<file path="config.mk">
export PLATFORM = sky130hd
export DESIGN_NAME = rw_buffer_controller
export DESIGN_NICKNAME = d
export VERILOG_FILES = /design/src/buffer_pkg.sv /design/src/rw_buffer_controller.sv
export VERILOG_INCLUDE_DIRS = /design/src
export SDC_FILE = /design/constraint.sdc
export NUM_CORES = 1
export LEC_CHECK = 0
export BUFFER_PORTS_ARGS = -buffer_cell sky130_fd_sc_hd__buf_2
export CORE_UTILIZATION = 55
export CTS_BUF_LIST = sky130_fd_sc_hd__clkbuf_4 sky130_fd_sc_hd__clkbuf_8
export CTS_CLUSTER_SIZE = 25
export DETAILED_ROUTE_END_ITERATION = 7
export PLACE_DENSITY = 0.86
export SLEW_MARGIN = 40
export SYNTH_ARGS = -nofsm -noshare
export SYNTH_HDL_FRONTEND = slang
export SYNTH_SLANG_ARGS = --single-unit
</file>
<file path="constraint.sdc">
create_clock -name ref_clk -period 14.9 [get_ports ref_clk]
set_input_delay 2.235 -clock ref_clk [delete_from_list [all_inputs] [get_ports ref_clk]]
set_output_delay 2.235 -clock ref_clk [all_outputs]
set_load 0.005 [all_outputs]
</file>
<file path="src/buffer_regs.svh">
// Purpose: named constants for the read/write buffer controller
// Assumes: included by its bare name wherever a constant is needed
// Notes:   definitions only
`ifndef BUFFER_REGS_SVH
`define BUFFER_REGS_SVH

// ==========================================================
// widths
`define ADDR_W      32
`define DATA_W      32
`define ACC_W       2
`define BYTE_W      8
`define PAR_W       4
`define CNT_W       2

// ==========================================================
// depths and counts
`define DEPTH_ONE   2'h1
`define DEPTH_TWO   2'h2
`define CNT_ZERO    2'h0
`define CNT_STEP    2'h1

`endif

</file>
<file path="src/buffer_pkg.sv">
// Purpose: shared types of the read/write buffer controller
// Assumes: buffer_regs.svh holds the widths
// Notes:   no constants live here, only types
`include "buffer_regs.svh"

package buffer_pkg;

  // ==========================================================
  // carriers
  typedef struct packed {
    logic [`ADDR_W-1:0] addr;
    logic [`ACC_W-1:0]  acctype;
  } req_s;

  typedef struct packed {
    logic [`DATA_W-1:0] data;
    logic [`PAR_W-1:0]  par;
  } word_s;

  typedef struct packed {
    req_s  req;
    word_s word;
  } wentry_s;

  // ==========================================================
  // sequencer states, one-hot
  typedef enum logic [2:0] {
    ST_IDLE = 3'h1,
    ST_WR   = 3'h2,
    ST_RD   = 3'h4
  } state_e;

endpackage

</file>
<file path="src/rw_buffer_controller.sv">
// Purpose: orders processor reads and writes to a slower main memory
//          through small read and write buffers
// Assumes: processor and memory run on ref_clk; memory acks two
//          cycles after a request
// Notes:   TWO_DEEP_WRITE selects one-deep read/two-deep write,
//          otherwise two-deep read/one-deep write
//
// Behaviour
// - a read waits for the memory acknowledge of every buffered write
// - address capture stays off for a pending read until write completes
// - one-deep write mode: one-word write buffer; back-to-back second write stalls the processor
// - stalled second write is taken in the fixup cycle after retirement
// - request pulse for stalled second write only in the fixup cycle
// - one-deep write mode: no capture of a following write's address or data during a write
// - write during streaming with write busy aborts streaming, runs at fixup
// - write interrupting streaming raises write ongoing only in fixup
// - address and data of a streaming write captured only after streaming
// - two-deep read mode queues memory read data in two registers
// - two-deep read mode passes write data through one register
// - two-deep read mode generates even parity in both directions
// - two-deep write mode passes read address and type through one register
// - two-deep write mode returns read data via one register, parity added
// - two-deep write mode queues write address and data in two registers
// - single-entry writes, like peripheral writes, may use the one-deep path
// - with two writes buffered access type bits are queued alongside
// - write busy while a write is in progress or a read is pending
// - read busy held for the whole of a write
// - a lone write completes from request to release in three cycles
`timescale 1ns/10ps
`default_nettype none
`include "buffer_regs.svh"

module rw_buffer_controller #(
  parameter bit TWO_DEEP_WRITE = 1'b0
) (
  input  wire logic               ref_clk,
  input  wire logic               srst,
  input  wire logic               clk_en,
  input  wire logic               cpu_read_pending,
  input  wire logic               cpu_write_request,
  input  wire logic               cpu_streaming,
  input  wire logic               cpu_single_entry,
  input  wire buffer_pkg::req_s   cpu_req,
  input  wire logic [`DATA_W-1:0] cpu_wdata,
  input  wire logic               cpu_rready,
  input  wire logic               memory_cycle_done_ack,
  input  wire logic [`DATA_W-1:0] mem_rdata,
  output logic                    write_stall_flag,
  output logic                    read_stall_flag,
  output logic                    write_ongoing,
  output logic                    memory_request_pulse,
  output logic                    mem_write,
  output logic                    address_capture_enable,
  output logic                    stream_abort,
  output buffer_pkg::req_s        mem_req,
  output buffer_pkg::word_s       mem_wword,
  output logic                    cpu_rvalid,
  output buffer_pkg::word_s       cpu_rword
);

  // ==========================================================
  // effective depths per configuration
  localparam logic [`CNT_W-1:0] WR_DEPTH =
    TWO_DEEP_WRITE ? `DEPTH_TWO : `DEPTH_ONE;
  localparam logic [`CNT_W-1:0] RD_DEPTH =
    TWO_DEEP_WRITE ? `DEPTH_ONE : `DEPTH_TWO;
  localparam int NSLOT = 2;

  typedef logic [`CNT_W-1:0] cnt_t;

  // ==========================================================
  // state
  buffer_pkg::state_e    state_ff;
  buffer_pkg::state_e    nxt_state;
  buffer_pkg::wentry_s   wq_ff     [NSLOT];
  buffer_pkg::wentry_s   nxt_wq    [NSLOT];
  buffer_pkg::word_s     rq_ff     [NSLOT];
  buffer_pkg::word_s     nxt_rq    [NSLOT];
  logic [`CNT_W-1:0]     wq_cnt_ff;
  logic [`CNT_W-1:0]     nxt_wq_cnt;
  logic [`CNT_W-1:0]     rq_cnt_ff;
  logic [`CNT_W-1:0]     nxt_rq_cnt;
  logic                  rd_done_ff;
  logic                  nxt_rd_done;
  logic                  wr_from_q_ff;
  logic                  write_stall_ff;
  logic                  read_stall_ff;
  logic                  write_ongoing_ff;
  logic                  req_pulse_ff;
  logic                  mem_write_ff;
  logic                  ace_ff;
  logic                  abort_ff;
  logic                  rvalid_ff;
  buffer_pkg::req_s      mem_req_ff;
  buffer_pkg::word_s     mem_wword_ff;

  // ==========================================================
  // even parity, one bit per byte, both directions
  logic [`PAR_W-1:0] wpar;
  logic [`PAR_W-1:0] rpar;

  genvar b;
  generate
    for (b = 0; b < `PAR_W; b++) begin : g_par
      assign wpar[b] = ^cpu_wdata[b*`BYTE_W +: `BYTE_W];
      assign rpar[b] = ^mem_rdata[b*`BYTE_W +: `BYTE_W];
    end
  endgenerate

  buffer_pkg::wentry_s win;
  buffer_pkg::word_s   rin;

  assign win.req       = cpu_req;   // type bits ride with the entry
  assign win.word.data = cpu_wdata;
  assign win.word.par  = wpar;
  assign rin.data      = mem_rdata;
  assign rin.par       = rpar;

  // ==========================================================
  // decode
  wire is_idle = (state_ff == buffer_pkg::ST_IDLE);
  wire is_wr   = (state_ff == buffer_pkg::ST_WR);
  wire is_rd   = (state_ff == buffer_pkg::ST_RD);

  // peripheral writes fall back to a single slot
  wire [`CNT_W-1:0] wr_limit =
    cpu_single_entry ? `DEPTH_ONE : WR_DEPTH;

  wire wr_pop  = is_wr & memory_cycle_done_ack;
  wire rd_push = is_rd & memory_cycle_done_ack;
  wire rd_pop  = rvalid_ff & cpu_rready;

  // a write is never taken while streaming or while a read holds the
  // shared data buffer; a full buffer stalls until the ack frees it
  // a write sent straight from the processor fills a slot while in flight
  wire [`CNT_W-1:0] wr_used =
    wq_cnt_ff + ((is_wr & ~wr_from_q_ff) ? `CNT_STEP : `CNT_ZERO);
  wire wr_room = (wr_used < wr_limit);
  wire accept_wr = cpu_write_request & wr_room & ~cpu_streaming
                   & ~is_rd & ~(cpu_read_pending & ~rd_done_ff);

  // abort a streaming write that meets an active write busy
  wire nxt_abort = cpu_streaming & cpu_write_request
                   & write_stall_ff;

  // writes drain first; reads wait for the write's ack
  wire wr_queued = (wq_cnt_ff != `CNT_ZERO);
  wire start_wr  = is_idle & (wr_queued | accept_wr);
  wire rd_room   = (rq_cnt_ff < RD_DEPTH);
  wire start_rd  = is_idle & ~start_wr & cpu_read_pending
                   & ~rd_done_ff & rd_room;

  // entry presented to memory at write start
  wire buffer_pkg::wentry_s wr_head = wr_queued ? wq_ff[0] : win;

  // ==========================================================
  // sequencer
  always_comb begin
    nxt_state = state_ff;
    unique case (state_ff)
      buffer_pkg::ST_IDLE: begin
        if (start_wr) begin
          nxt_state = buffer_pkg::ST_WR;
        end else if (start_rd) begin
          nxt_state = buffer_pkg::ST_RD;
        end
      end
      buffer_pkg::ST_WR: begin
        if (memory_cycle_done_ack) begin
          nxt_state = buffer_pkg::ST_IDLE;
        end
      end
      buffer_pkg::ST_RD: begin
        if (memory_cycle_done_ack) begin
          nxt_state = buffer_pkg::ST_IDLE;
        end
      end
      default: nxt_state = buffer_pkg::ST_IDLE;
    endcase
  end

  // ==========================================================
  // write queue: shift on pop, push behind the survivors
  // an entry started straight from the processor is not queued
  wire wr_push = accept_wr & ~(start_wr & ~wr_queued);
  // only a write that left from the queue frees a queue slot at its ack
  wire wr_deq  = wr_pop & wr_from_q_ff;
  wire [`CNT_W-1:0] wr_slot =
    wr_deq ? (wq_cnt_ff - `CNT_STEP) : wq_cnt_ff;

  genvar i;
  generate
    for (i = 0; i < NSLOT; i++) begin : g_wq
      buffer_pkg::wentry_s shifted;
      if (i + 1 < NSLOT) begin : g_mid
        assign shifted = wr_deq ? wq_ff[i+1] : wq_ff[i];
      end else begin : g_last
        assign shifted = wq_ff[i];
      end
      assign nxt_wq[i] = (wr_push && wr_slot == cnt_t'(i))
                         ? win : shifted;
    end
  endgenerate

  assign nxt_wq_cnt = wr_slot + (wr_push ? `CNT_STEP : `CNT_ZERO);

  // ==========================================================
  // read queue toward the processor
  wire [`CNT_W-1:0] rd_slot =
    rd_pop ? (rq_cnt_ff - `CNT_STEP) : rq_cnt_ff;

  generate
    for (i = 0; i < NSLOT; i++) begin : g_rq
      buffer_pkg::word_s shifted;
      if (i + 1 < NSLOT) begin : g_mid
        assign shifted = rd_pop ? rq_ff[i+1] : rq_ff[i];
      end else begin : g_last
        assign shifted = rq_ff[i];
      end
      assign nxt_rq[i] = (rd_push && rd_slot == cnt_t'(i))
                         ? rin : shifted;
    end
  endgenerate

  assign nxt_rq_cnt = rd_slot + (rd_push ? `CNT_STEP : `CNT_ZERO);

  // one word per pending read; cleared when the processor drops it
  assign nxt_rd_done = cpu_read_pending & (rd_done_ff | rd_push);

  // ==========================================================
  // flag next values
  wire nxt_wr_busy   = (nxt_state == buffer_pkg::ST_WR);
  wire nxt_ongoing   = nxt_wr_busy;
  // busy covers a queued write too, so a late read cannot slip in
  wire write_pending = nxt_wr_busy | (nxt_wq_cnt != `CNT_ZERO);
  wire nxt_wstall    = write_pending | (cpu_read_pending & ~nxt_rd_done)
                       | ~(nxt_wq_cnt < wr_limit);
  wire nxt_rstall    = write_pending
                       | (cpu_read_pending & ~nxt_rd_done);
  // capture pulses once per write, held through a read
  wire nxt_ace       = start_wr | start_rd | (is_rd & ~memory_cycle_done_ack);

  // ==========================================================
  // registers
  always_ff @(posedge ref_clk) begin
    if (srst) begin
      state_ff         <= buffer_pkg::ST_IDLE;
      wq_cnt_ff        <= `CNT_ZERO;
      rq_cnt_ff        <= `CNT_ZERO;
      rd_done_ff       <= 1'b0;
      write_stall_ff   <= 1'b0;
      read_stall_ff    <= 1'b0;
      write_ongoing_ff <= 1'b0;
      req_pulse_ff     <= 1'b0;
      mem_write_ff     <= 1'b0;
      ace_ff           <= 1'b0;
      abort_ff         <= 1'b0;
      wr_from_q_ff     <= 1'b0;
      rvalid_ff        <= 1'b0;
    end else if (clk_en) begin
      state_ff         <= nxt_state;
      wq_cnt_ff        <= nxt_wq_cnt;
      rq_cnt_ff        <= nxt_rq_cnt;
      rd_done_ff       <= nxt_rd_done;
      write_stall_ff   <= nxt_wstall;
      read_stall_ff    <= nxt_rstall;
      write_ongoing_ff <= nxt_ongoing;
      req_pulse_ff     <= start_wr | start_rd;
      mem_write_ff     <= nxt_wr_busy;
      ace_ff           <= nxt_ace;
      abort_ff         <= nxt_abort;
      wr_from_q_ff     <= start_wr ? wr_queued : wr_from_q_ff;
      rvalid_ff        <= (nxt_rq_cnt != `CNT_ZERO);
    end
  end

  // data registers carry no reset; their valids guard them
  always_ff @(posedge ref_clk) begin
    if (clk_en) begin
      for (int k = 0; k < NSLOT; k++) begin
        wq_ff[k] <= nxt_wq[k];
        rq_ff[k] <= nxt_rq[k];
      end
    end
  end

  // address and type go out through one register for either access
  always_ff @(posedge ref_clk) begin
    if (clk_en) begin
      if (start_wr) begin
        mem_req_ff   <= wr_head.req;
        mem_wword_ff <= wr_head.word;
      end else if (start_rd) begin
        mem_req_ff   <= cpu_req;
      end
    end
  end

  // ==========================================================
  // outputs
  assign write_stall_flag       = write_stall_ff;
  assign read_stall_flag        = read_stall_ff;
  assign write_ongoing          = write_ongoing_ff;
  assign memory_request_pulse   = req_pulse_ff;
  assign mem_write              = mem_write_ff;
  assign address_capture_enable = ace_ff;
  assign stream_abort           = abort_ff;
  assign mem_req                = mem_req_ff;
  assign mem_wword              = mem_wword_ff;
  assign cpu_rvalid             = rvalid_ff;
  assign cpu_rword              = rq_ff[0];

endmodule
`default_nettype wire

</file>
==> impl_metrics.yaml, run 1 <==
yosys:
  synth_cell_types: 42
  synth_cells: 665
  synth_edf_count: 282
  ys_seq_area_frac: 0.708
  ys_ff_latch: 298
  ys_warn_count: 0
  syn_nets: 776
  synthArstFlopShare: 0
  yosys_most_used_dff: "edfxtp_1"
  syn_area_per_cell_um2: 18.7
  synth_area_um2: 12400
setup_path:
  path_max_fanout: 49
  regToRegSetupSlack_ns: 11.21
  endpoint: "wq_ff[0][38]"
  cpPeakStageDelay_ns: 0.55
  critical_path_class: "primary input to register"
  cp-start-kind: "primary input"
  r2r_end: "wq_ff[0][38]"
  critPathLaunch: "cpu_streaming"
  critPathCaptureType: "register"
  cp.depth: 7
  required_ns: 15.19
  crit_buf_inv: 2
  reg2reg_from: "state_ff[1]"
  cpMaxStageDelayCell: "or3_4"
  critPathTopFamily: "simple AND/OR/NAND/NOR gates"
  crit_chain: "buf_2 > nor3b_1 > nand4_1 > or2b_2 > or3_4 > buf_6 > mux2_4"
  ff2ff_path_depth: 9
  crit_arrival_ns: 4.55
route:
  drt-vias-per-instance: 5.33
  ant_nets: 0
  wl_per_cell_um: 18.6
  drtIter0Drc: 295
  finalWirelength_um: 22900
  num_vias: 6547
  drt_pass1_iterations: 7
  drc: 15
clocking:
  cts.path.max_buffers: 3
  post-cts-setup-buffers: 0
  clkTransAtPathRegs_ns: 0.06
  holdBufCountCts: 0
  numCtsBuffers: 47
  htreeDepth: 2
  cts_sinks: 298
  cts_tree: "yes"
  post_cts_resized: 0
  cts-root-buf: "clkbuf_8"
  clk_latency_ns: 0.56
sta:
  setup_viol: 0
  drv_slew: 0
  hold_viol_final: 0
  final.min_clock_period_ns: 4.26
  worst_slew_pin_slew_ns: 0.672
  tns_ns: 0
  fmax_mhz: 235
  clock_skew_ns: 0.0260
  slew_headroom: 0.552
  grt_setup_unrepaired: "no"
  min_period_over_period: 0.286
  finalHoldWorstSlack_ns: 0.465
  worst_slack_ns: 10.64
global_routing:
  grt_max_degree: 50
  overflow: 0
  grtUsageTotal: 0.199
  grt_pass1_wl_um: 36200
  antenna_found_initial: 0
  first_global_vias: 6832
power:
  netSwitchingFraction: 0.219
  seqPwrFrac: 0.544
  cellPowerDensity_nw_per_um2: 118
  pwr-share-comb: 0.076
  ir_drop_mv: 0.0906
  power.leakage_nw: 5.54
  power_w: 0.00173
  p_int_w: 0.00135
  power.switching_w: 0.000379
  clockPowerShare: 0.379
final_layout:
  syn2layout_area_growth_pct: 18.4
  final_layout_size_suffix_gt1_frac: 0.513
  final_core_util: 0.669
  n_fill_cell: 1466
  n_antenna_cell: 0
  final_nets: 1030
floorplanning:
  ios: 221
  fp.dieW_um: 152
  die_area_um2: 23200
  start_util: 0.565
  row_count: 54
  core_area_um2: 22000
  die_h_um: 152
run_status:
  status: "complete, but fails checks"
  violations: "design-rule violations"
flow_run:
  drv_cap: 0
worst_hold_path:
  worstHoldPathCells: 2
  hold_path.class: "register to register"
placed_design:
  dp_hpwl_um: 14900
  gp_congestion: 0.797
  io_buffers: 219
  place_ws_ns: 10.08
[cell usage in the layout, fill, tap and decap left out, drive strengths merged, types with 3 or more instances in the layout]
| master | synthesis | routed |
|---|---|---|
| clkbuf | 13 | 63 |
| dfxtp | 16 | 16 |
| or3b | 3 | 3 |
| o21a | 3 | 3 |
| edfxtp | 282 | 282 |
| a21oi | 9 | 9 |
| mux2i | 3 | 3 |
| xor2 | 8 | 8 |
| inv | 9 | 11 |
| xnor2 | 54 | 54 |
| nor3 | 6 | 6 |
| ha | 4 | 4 |
| nand2b | 4 | 4 |
| nand2 | 6 | 6 |
| clkinv | 0 | 11 |
| mux2 | 172 | 172 |
| nor2b | 4 | 4 |
| o21ai | 5 | 5 |
| buf | 12 | 230 |
| nor2 | 27 | 27 |
[power groups by stage]
| stage | Clock [W] | Combinational (W) | Sequential [W] |
|---|---|---|---|
| 6_report | 0.000656 | 0.000132 | 0.000942 |
| 5_1_grt | 0.000709 | 0.000144 | 0.000943 |
| 4_1_cts | 0.000677 | 0.000133 | 0.000942 |
| 3_5_place_dp | 0 | 0.000132 | 0.000960 |
| 3_3_place_gp | 0 | 0.000126 | 0.000959 |
| 2_1_floorplan | 0 | 0.0000803 | 0.000961 |
[cell usage after synthesis, types with 2 or more instances]
master / count / area share
nand4_1: 2 / 0.0010
xnor2_1: 54 / 0.038
o21a_1: 3 / 0.0018
or3_4: 2 / 0.0018
a21oi_1: 9 / 0.0036
mux2_4: 70 / 0.085
buf_12: 8 / 0.013
o21bai_1: 2 / 0.0012
o22ai_1: 2 / 0.0010
nand3_1: 2 / 0.00081
dfxtp_1: 16 / 0.026
o21ai_0: 5 / 0.0020
ha_1: 4 / 0.0040
mux2i_1: 3 / 0.0024
nand2_1: 6 / 0.0018
nor2_1: 27 / 0.0082
nor2b_1: 4 / 0.0020
buf_2: 3 / 0.0012
xor2_1: 8 / 0.0056
nand2b_1: 4 / 0.0020
edfxtp_1: 282 / 0.68
mux2_2: 102 / 0.093
nor3_1: 6 / 0.0024
nor3b_1: 2 / 0.0012
or3b_2: 2 / 0.0014
inv_1: 9 / 0.0027
clkbuf_1: 13 / 0.0039
[state kept, by name (all words and copies together), names as in the netlist]
name	flops
wq_ff	140
rq_ff	72
mem_wword	36
mem_req	34
state_ff	3
rq_cnt_ff	2
wq_cnt_ff	2
address_capture_enable	1
cpu_rvalid	1
mem_write	1
memory_request_pulse	1
rd_done_ff	1
read_stall_flag	1
stream_abort	1
wr_from_q_ff	1
write_stall_flag	1
[cells by family (layout without fill, tap and decap cells)]
group,after synthesis,in the layout,synth area share
flip-flops,298,298,0.708
XOR/XNOR,62,62,0.0438
AND/OR/NAND/NOR,65,65,0.0292
buffers and inverters,34,318,0.0214
adder cells (fa/ha/maj),4,4,0.00403
AO/OA/AOI/OAI,27,27,0.0137
multiplexers,175,175,0.180
[worst min-delay path by stage]
stage            startpoint           end  slack [ns]
6_report       stream_abort  stream_abort        0.46
5_1_grt        stream_abort  stream_abort        0.49
4_1_cts        stream_abort  stream_abort        0.47
3_5_place_dp   stream_abort  stream_abort        0.46
3_3_place_gp   stream_abort  stream_abort        0.45
2_1_floorplan  stream_abort  stream_abort        0.46
[tightest hold or removal path, stage by stage, from the launching register on]
cell and delay (ns):
dfxtp_1 0.31, nand2b_1 0.06, a21oi_1 0.05
[routing by layer]
layer  wire length [um]  part of all wire  global-route usage
met1               9650              0.42               0.255
met2              10900              0.48               0.318
met3               1930             0.085              0.0722
met4                415             0.018              0.0612
met5                  0                 0                   0
[cell type report]
cell class                      count  area (um^2)  share of cell area
Sequential cell                   298         8790               0.598
Multi-Input combinational cell    333         3400               0.232
Timing Repair Buffer              230         1240              0.0845
Clock buffer                       63          767              0.0522
Tap cell                          280          350              0.0238
Clock inverter                     16          111             0.00758
Inverter                            9         33.8             0.00230
[per-stage QoR]
| step | instance area, um^2 | instances |
|---|---|---|
| 3_5_place_dp | 13800 | 1150 |
| 2_1_floorplan | 12400 | 665 |
| 5_1_grt | 14700 | 1229 |
| 4_1_cts | 14700 | 1229 |
| 6_report | 14700 | 1229 |
| 3_3_place_gp | 13700 | 1146 |
(Power assumes the default switching activity.)
==> run 2: changes to the inputs <==
--- a/config.mk
+++ b/config.mk
@@ -6,12 +6,13 @@
 export SDC_FILE = /design/constraint.sdc
 export NUM_CORES = 1
 export LEC_CHECK = 0
+export ABC_AREA = 1
 export BUFFER_PORTS_ARGS = -buffer_cell sky130_fd_sc_hd__buf_2
-export CORE_UTILIZATION = 55
+export CORE_UTILIZATION = 52
 export CTS_BUF_LIST = sky130_fd_sc_hd__clkbuf_4 sky130_fd_sc_hd__clkbuf_8
 export CTS_CLUSTER_SIZE = 25
 export DETAILED_ROUTE_END_ITERATION = 7
-export PLACE_DENSITY = 0.86
+export PLACE_DENSITY = 0.85
 export SLEW_MARGIN = 40
 export SYNTH_ARGS = -nofsm -noshare
 export SYNTH_HDL_FRONTEND = slang
==> constraint.sdc (replaced) <==
create_clock -name ref_clk -period 3.5 [get_ports ref_clk]
set_input_delay 0.525 -clock ref_clk [delete_from_list [all_inputs] [get_ports ref_clk]]
set_output_delay 0.525 -clock ref_clk [all_outputs]
set_load 0.005 [all_outputs]
==> run 2 against run 1 <==
Compared with the run above:
- the run now ends clean
- synthesized cell count is 46% higher
- die area is 3.1% higher
- clock-buffer cell count grew 2
- sequential share of layout area rose by 0.80 points
- area after synthesis shrank 2.5%
- total power grew to 4.4 times the previous value
- via count grew 21%
- combinational power rose to 5.1 times the previous value
- global-route usage up 1.3 points
- setup slack got worse by 10 ns
- clock power grew to 4.3 times the previous value
- clock skew shrank 0.013 ns
- highest routed layer is now met5
==> impl_metrics.yaml, run 2 <==
yosys:
  ys_seq_area_frac: 0.726
  synth_commonest_cells: "nand2_1, edfxtp_1, o21ai_0, xnor2_1, inv_1"
  synth_area_leaders: "edfxtp_1, nand2_1, xnor2_1"
  ys_ff_latch: 298
  synth_top_area_cell: "edfxtp_1"
  synth_cell_types: 33
  ys_warn_count: 0
  synth_area_um2: 12100
  synthArstFlopShare: 0
  syn_area_per_cell_um2: 12.4
  yosysMostFrequentCell: "nand2_1"
  synth_cells: 973
  syn_nets: 1084
  synth.top_cell.area_share: 0.700
  synth_edf_count: 282
  yosys_most_used_dff: "edfxtp_1"
setup_path:
  critical_path_class: "register to register"
  ff2ff_path_depth: 15
  regToRegSetupSlack_ns: 0.57
  cp-start-kind: "register"
  reg2reg_from: "state_ff[2]"
  crit_arrival_ns: 3.33
  path_max_fanout: 48
  required_ns: 3.90
  critPathCaptureType: "register"
  r2r_end: "wq_ff[0][57]"
  critPathLaunch: "state_ff[2]"
  endpoint: "wq_ff[0][57]"
clocking:
  htreeDepth: 2
  cts.path.max_buffers: 3
  post-cts-setup-buffers: 0
  cts_sinks: 298
  post_cts_resized: 0
  numCtsBuffers: 47
  clk_latency_ns: 0.54
  cts-root-buf: "clkbuf_8"
  holdBufCountCts: 0
  clkTransAtPathRegs_ns: 0.06
  cts_tree: "yes"
floorplanning:
  ios: 221
  start_util: 0.533
  fp.dieW_um: 155
  row_count: 55
  die_h_um: 155
  die_area_um2: 23900
  core_area_um2: 22700
route:
  drt_pass1_iterations: 5
  finalWirelength_um: 25300
  num_vias: 7905
  ant_nets: 0
  wl_per_cell_um: 16.4
  drc: 0
  drt-vias-per-instance: 5.14
  drtIter0Drc: 541
placed_design:
  place_ws_ns: 0.592
  io_buffers: 219
  placedCellCount: 1455
  dp_hpwl_um: 16100
  gp_congestion: 0.863
sta:
  tns_ns: 0
  setup_viol: 0
  worst_slew_pin_slew_ns: 0.597
  final.min_clock_period_ns: 2.93
  fmax_mhz: 341
  hold_viol_final: 0
  slew_headroom: 0.602
  min_period_over_period: 0.837
  drv_slew: 0
  worst_slack_ns: 0.572
  grt_setup_unrepaired: "no"
  clock_skew_ns: 0.0127
global_routing:
  antenna_found_initial: 4
  first_global_vias: 7909
  grt_pass1_wl_um: 39600
  grt_max_degree: 71
  grtUsageTotal: 0.212
  overflow: 0
run_status:
  status: "finished clean"
power:
  ir_drop_mv: 0.325
  power.leakage_nw: 5.93
  cellPowerDensity_nw_per_um2: 521
  power_w: 0.00755
final_layout:
  n_fill_cell: 1692
  syn2layout_area_growth_pct: 19.9
  stdcell_count: 1539
  final_nets: 1330
  largest_reg_flops: 140
  regMostFlops: "wq_ff"
  layout_commonest_cell: "nand2_1"
  final_layout_size_suffix_gt1_frac: 0.286
  most-common-layout-cells: "nand2_1, edfxtp_1, buf_2, o21ai_0, xnor2_1"
flow_run:
  drv_cap: 0
worst_hold_path:
  hold_path.class: "primary input to register"
[run 2: power breakdown]
group,switching (W),internal [W]
clock,0.00129,0.00152
sequential,0.0000336,0.00403
combinational,0.000405,0.000272
[run 2: logic make-up (layout without fill, tap and decap cells)]
group,after synthesis,after routing,synth area share
fa+ha+maj,4,4,0.00414
simple gates,429,429,0.138
other cells,0,2,0
xor+xnor,59,59,0.0433
compound gates,65,65,0.0284
mux,32,32,0.0298
flops,298,298,0.726
buf+inv,86,365,0.0300
[run 2: per-layer routing]
metal  wire length [um]  vias up  GRT usage  share of wire
li1                   -     3785          -              -
met1              10300     3715      0.259           0.41
met2              12000      345      0.356           0.48
met3               2330       56     0.0678          0.092
met4                635        4     0.0759          0.025
met5                 21        -          0        0.00083
[run 2: per-stage QoR]
stage | util | hold WS (ns) | area (um^2)
2_1_floorplan | - | 0.449 | 12100
3_3_place_gp | 0.599 | 0.456 | 13600
3_5_place_dp | 0.599 | 0.475 | 13600
4_1_cts | 0.638 | 0.139 | 14500
5_1_grt | 0.639 | 0.138 | 14500
6_report | 0.639 | 0.179 | 14500
[run 2: worst min-delay path by stage]
stage                       startpoint             to  cells after the start
after floorplan           rq_cnt_ff[0]   rq_cnt_ff[0]                      2
after global placement    stream_abort   stream_abort                      2
after detailed placement  rq_cnt_ff[0]   rq_cnt_ff[0]                      2
after CTS                  cpu_req[10]  wq_ff[0][116]                      1
after global routing        cpu_req[8]  wq_ff[0][114]                      1
final                      cpu_req[10]  wq_ff[0][116]                      1
[run 2: area by class of cell]
type,instances,area [um^2],share of cell area
Timing Repair Buffer,235,1270,0.0873
Clock buffer,65,782,0.0539
Inverter,48,180,0.0124
Sequential cell,298,8790,0.606
Tap cell,285,357,0.0246
Clock inverter,17,111,0.00768
Multi-Input combinational cell,589,3010,0.208
Antenna cell,2,5.00,0.000345
[run 2: critical path, stage by stage (launching register included)]
cell,delay (ns)
dfxtp_1,0.39
nor2_4,0.19
nand2_1,0.08
nor2_1,0.11
ha_1,0.24
nor2_1,0.10
nand2_1,0.05
nor2_1,0.10
nand2_1,0.09
a21oi_2,0.22
nand2_4,0.27
buf_4,0.39
inv_2,0.14
buf_12,0.22
nand2_1,0.09
nand2_1,0.07
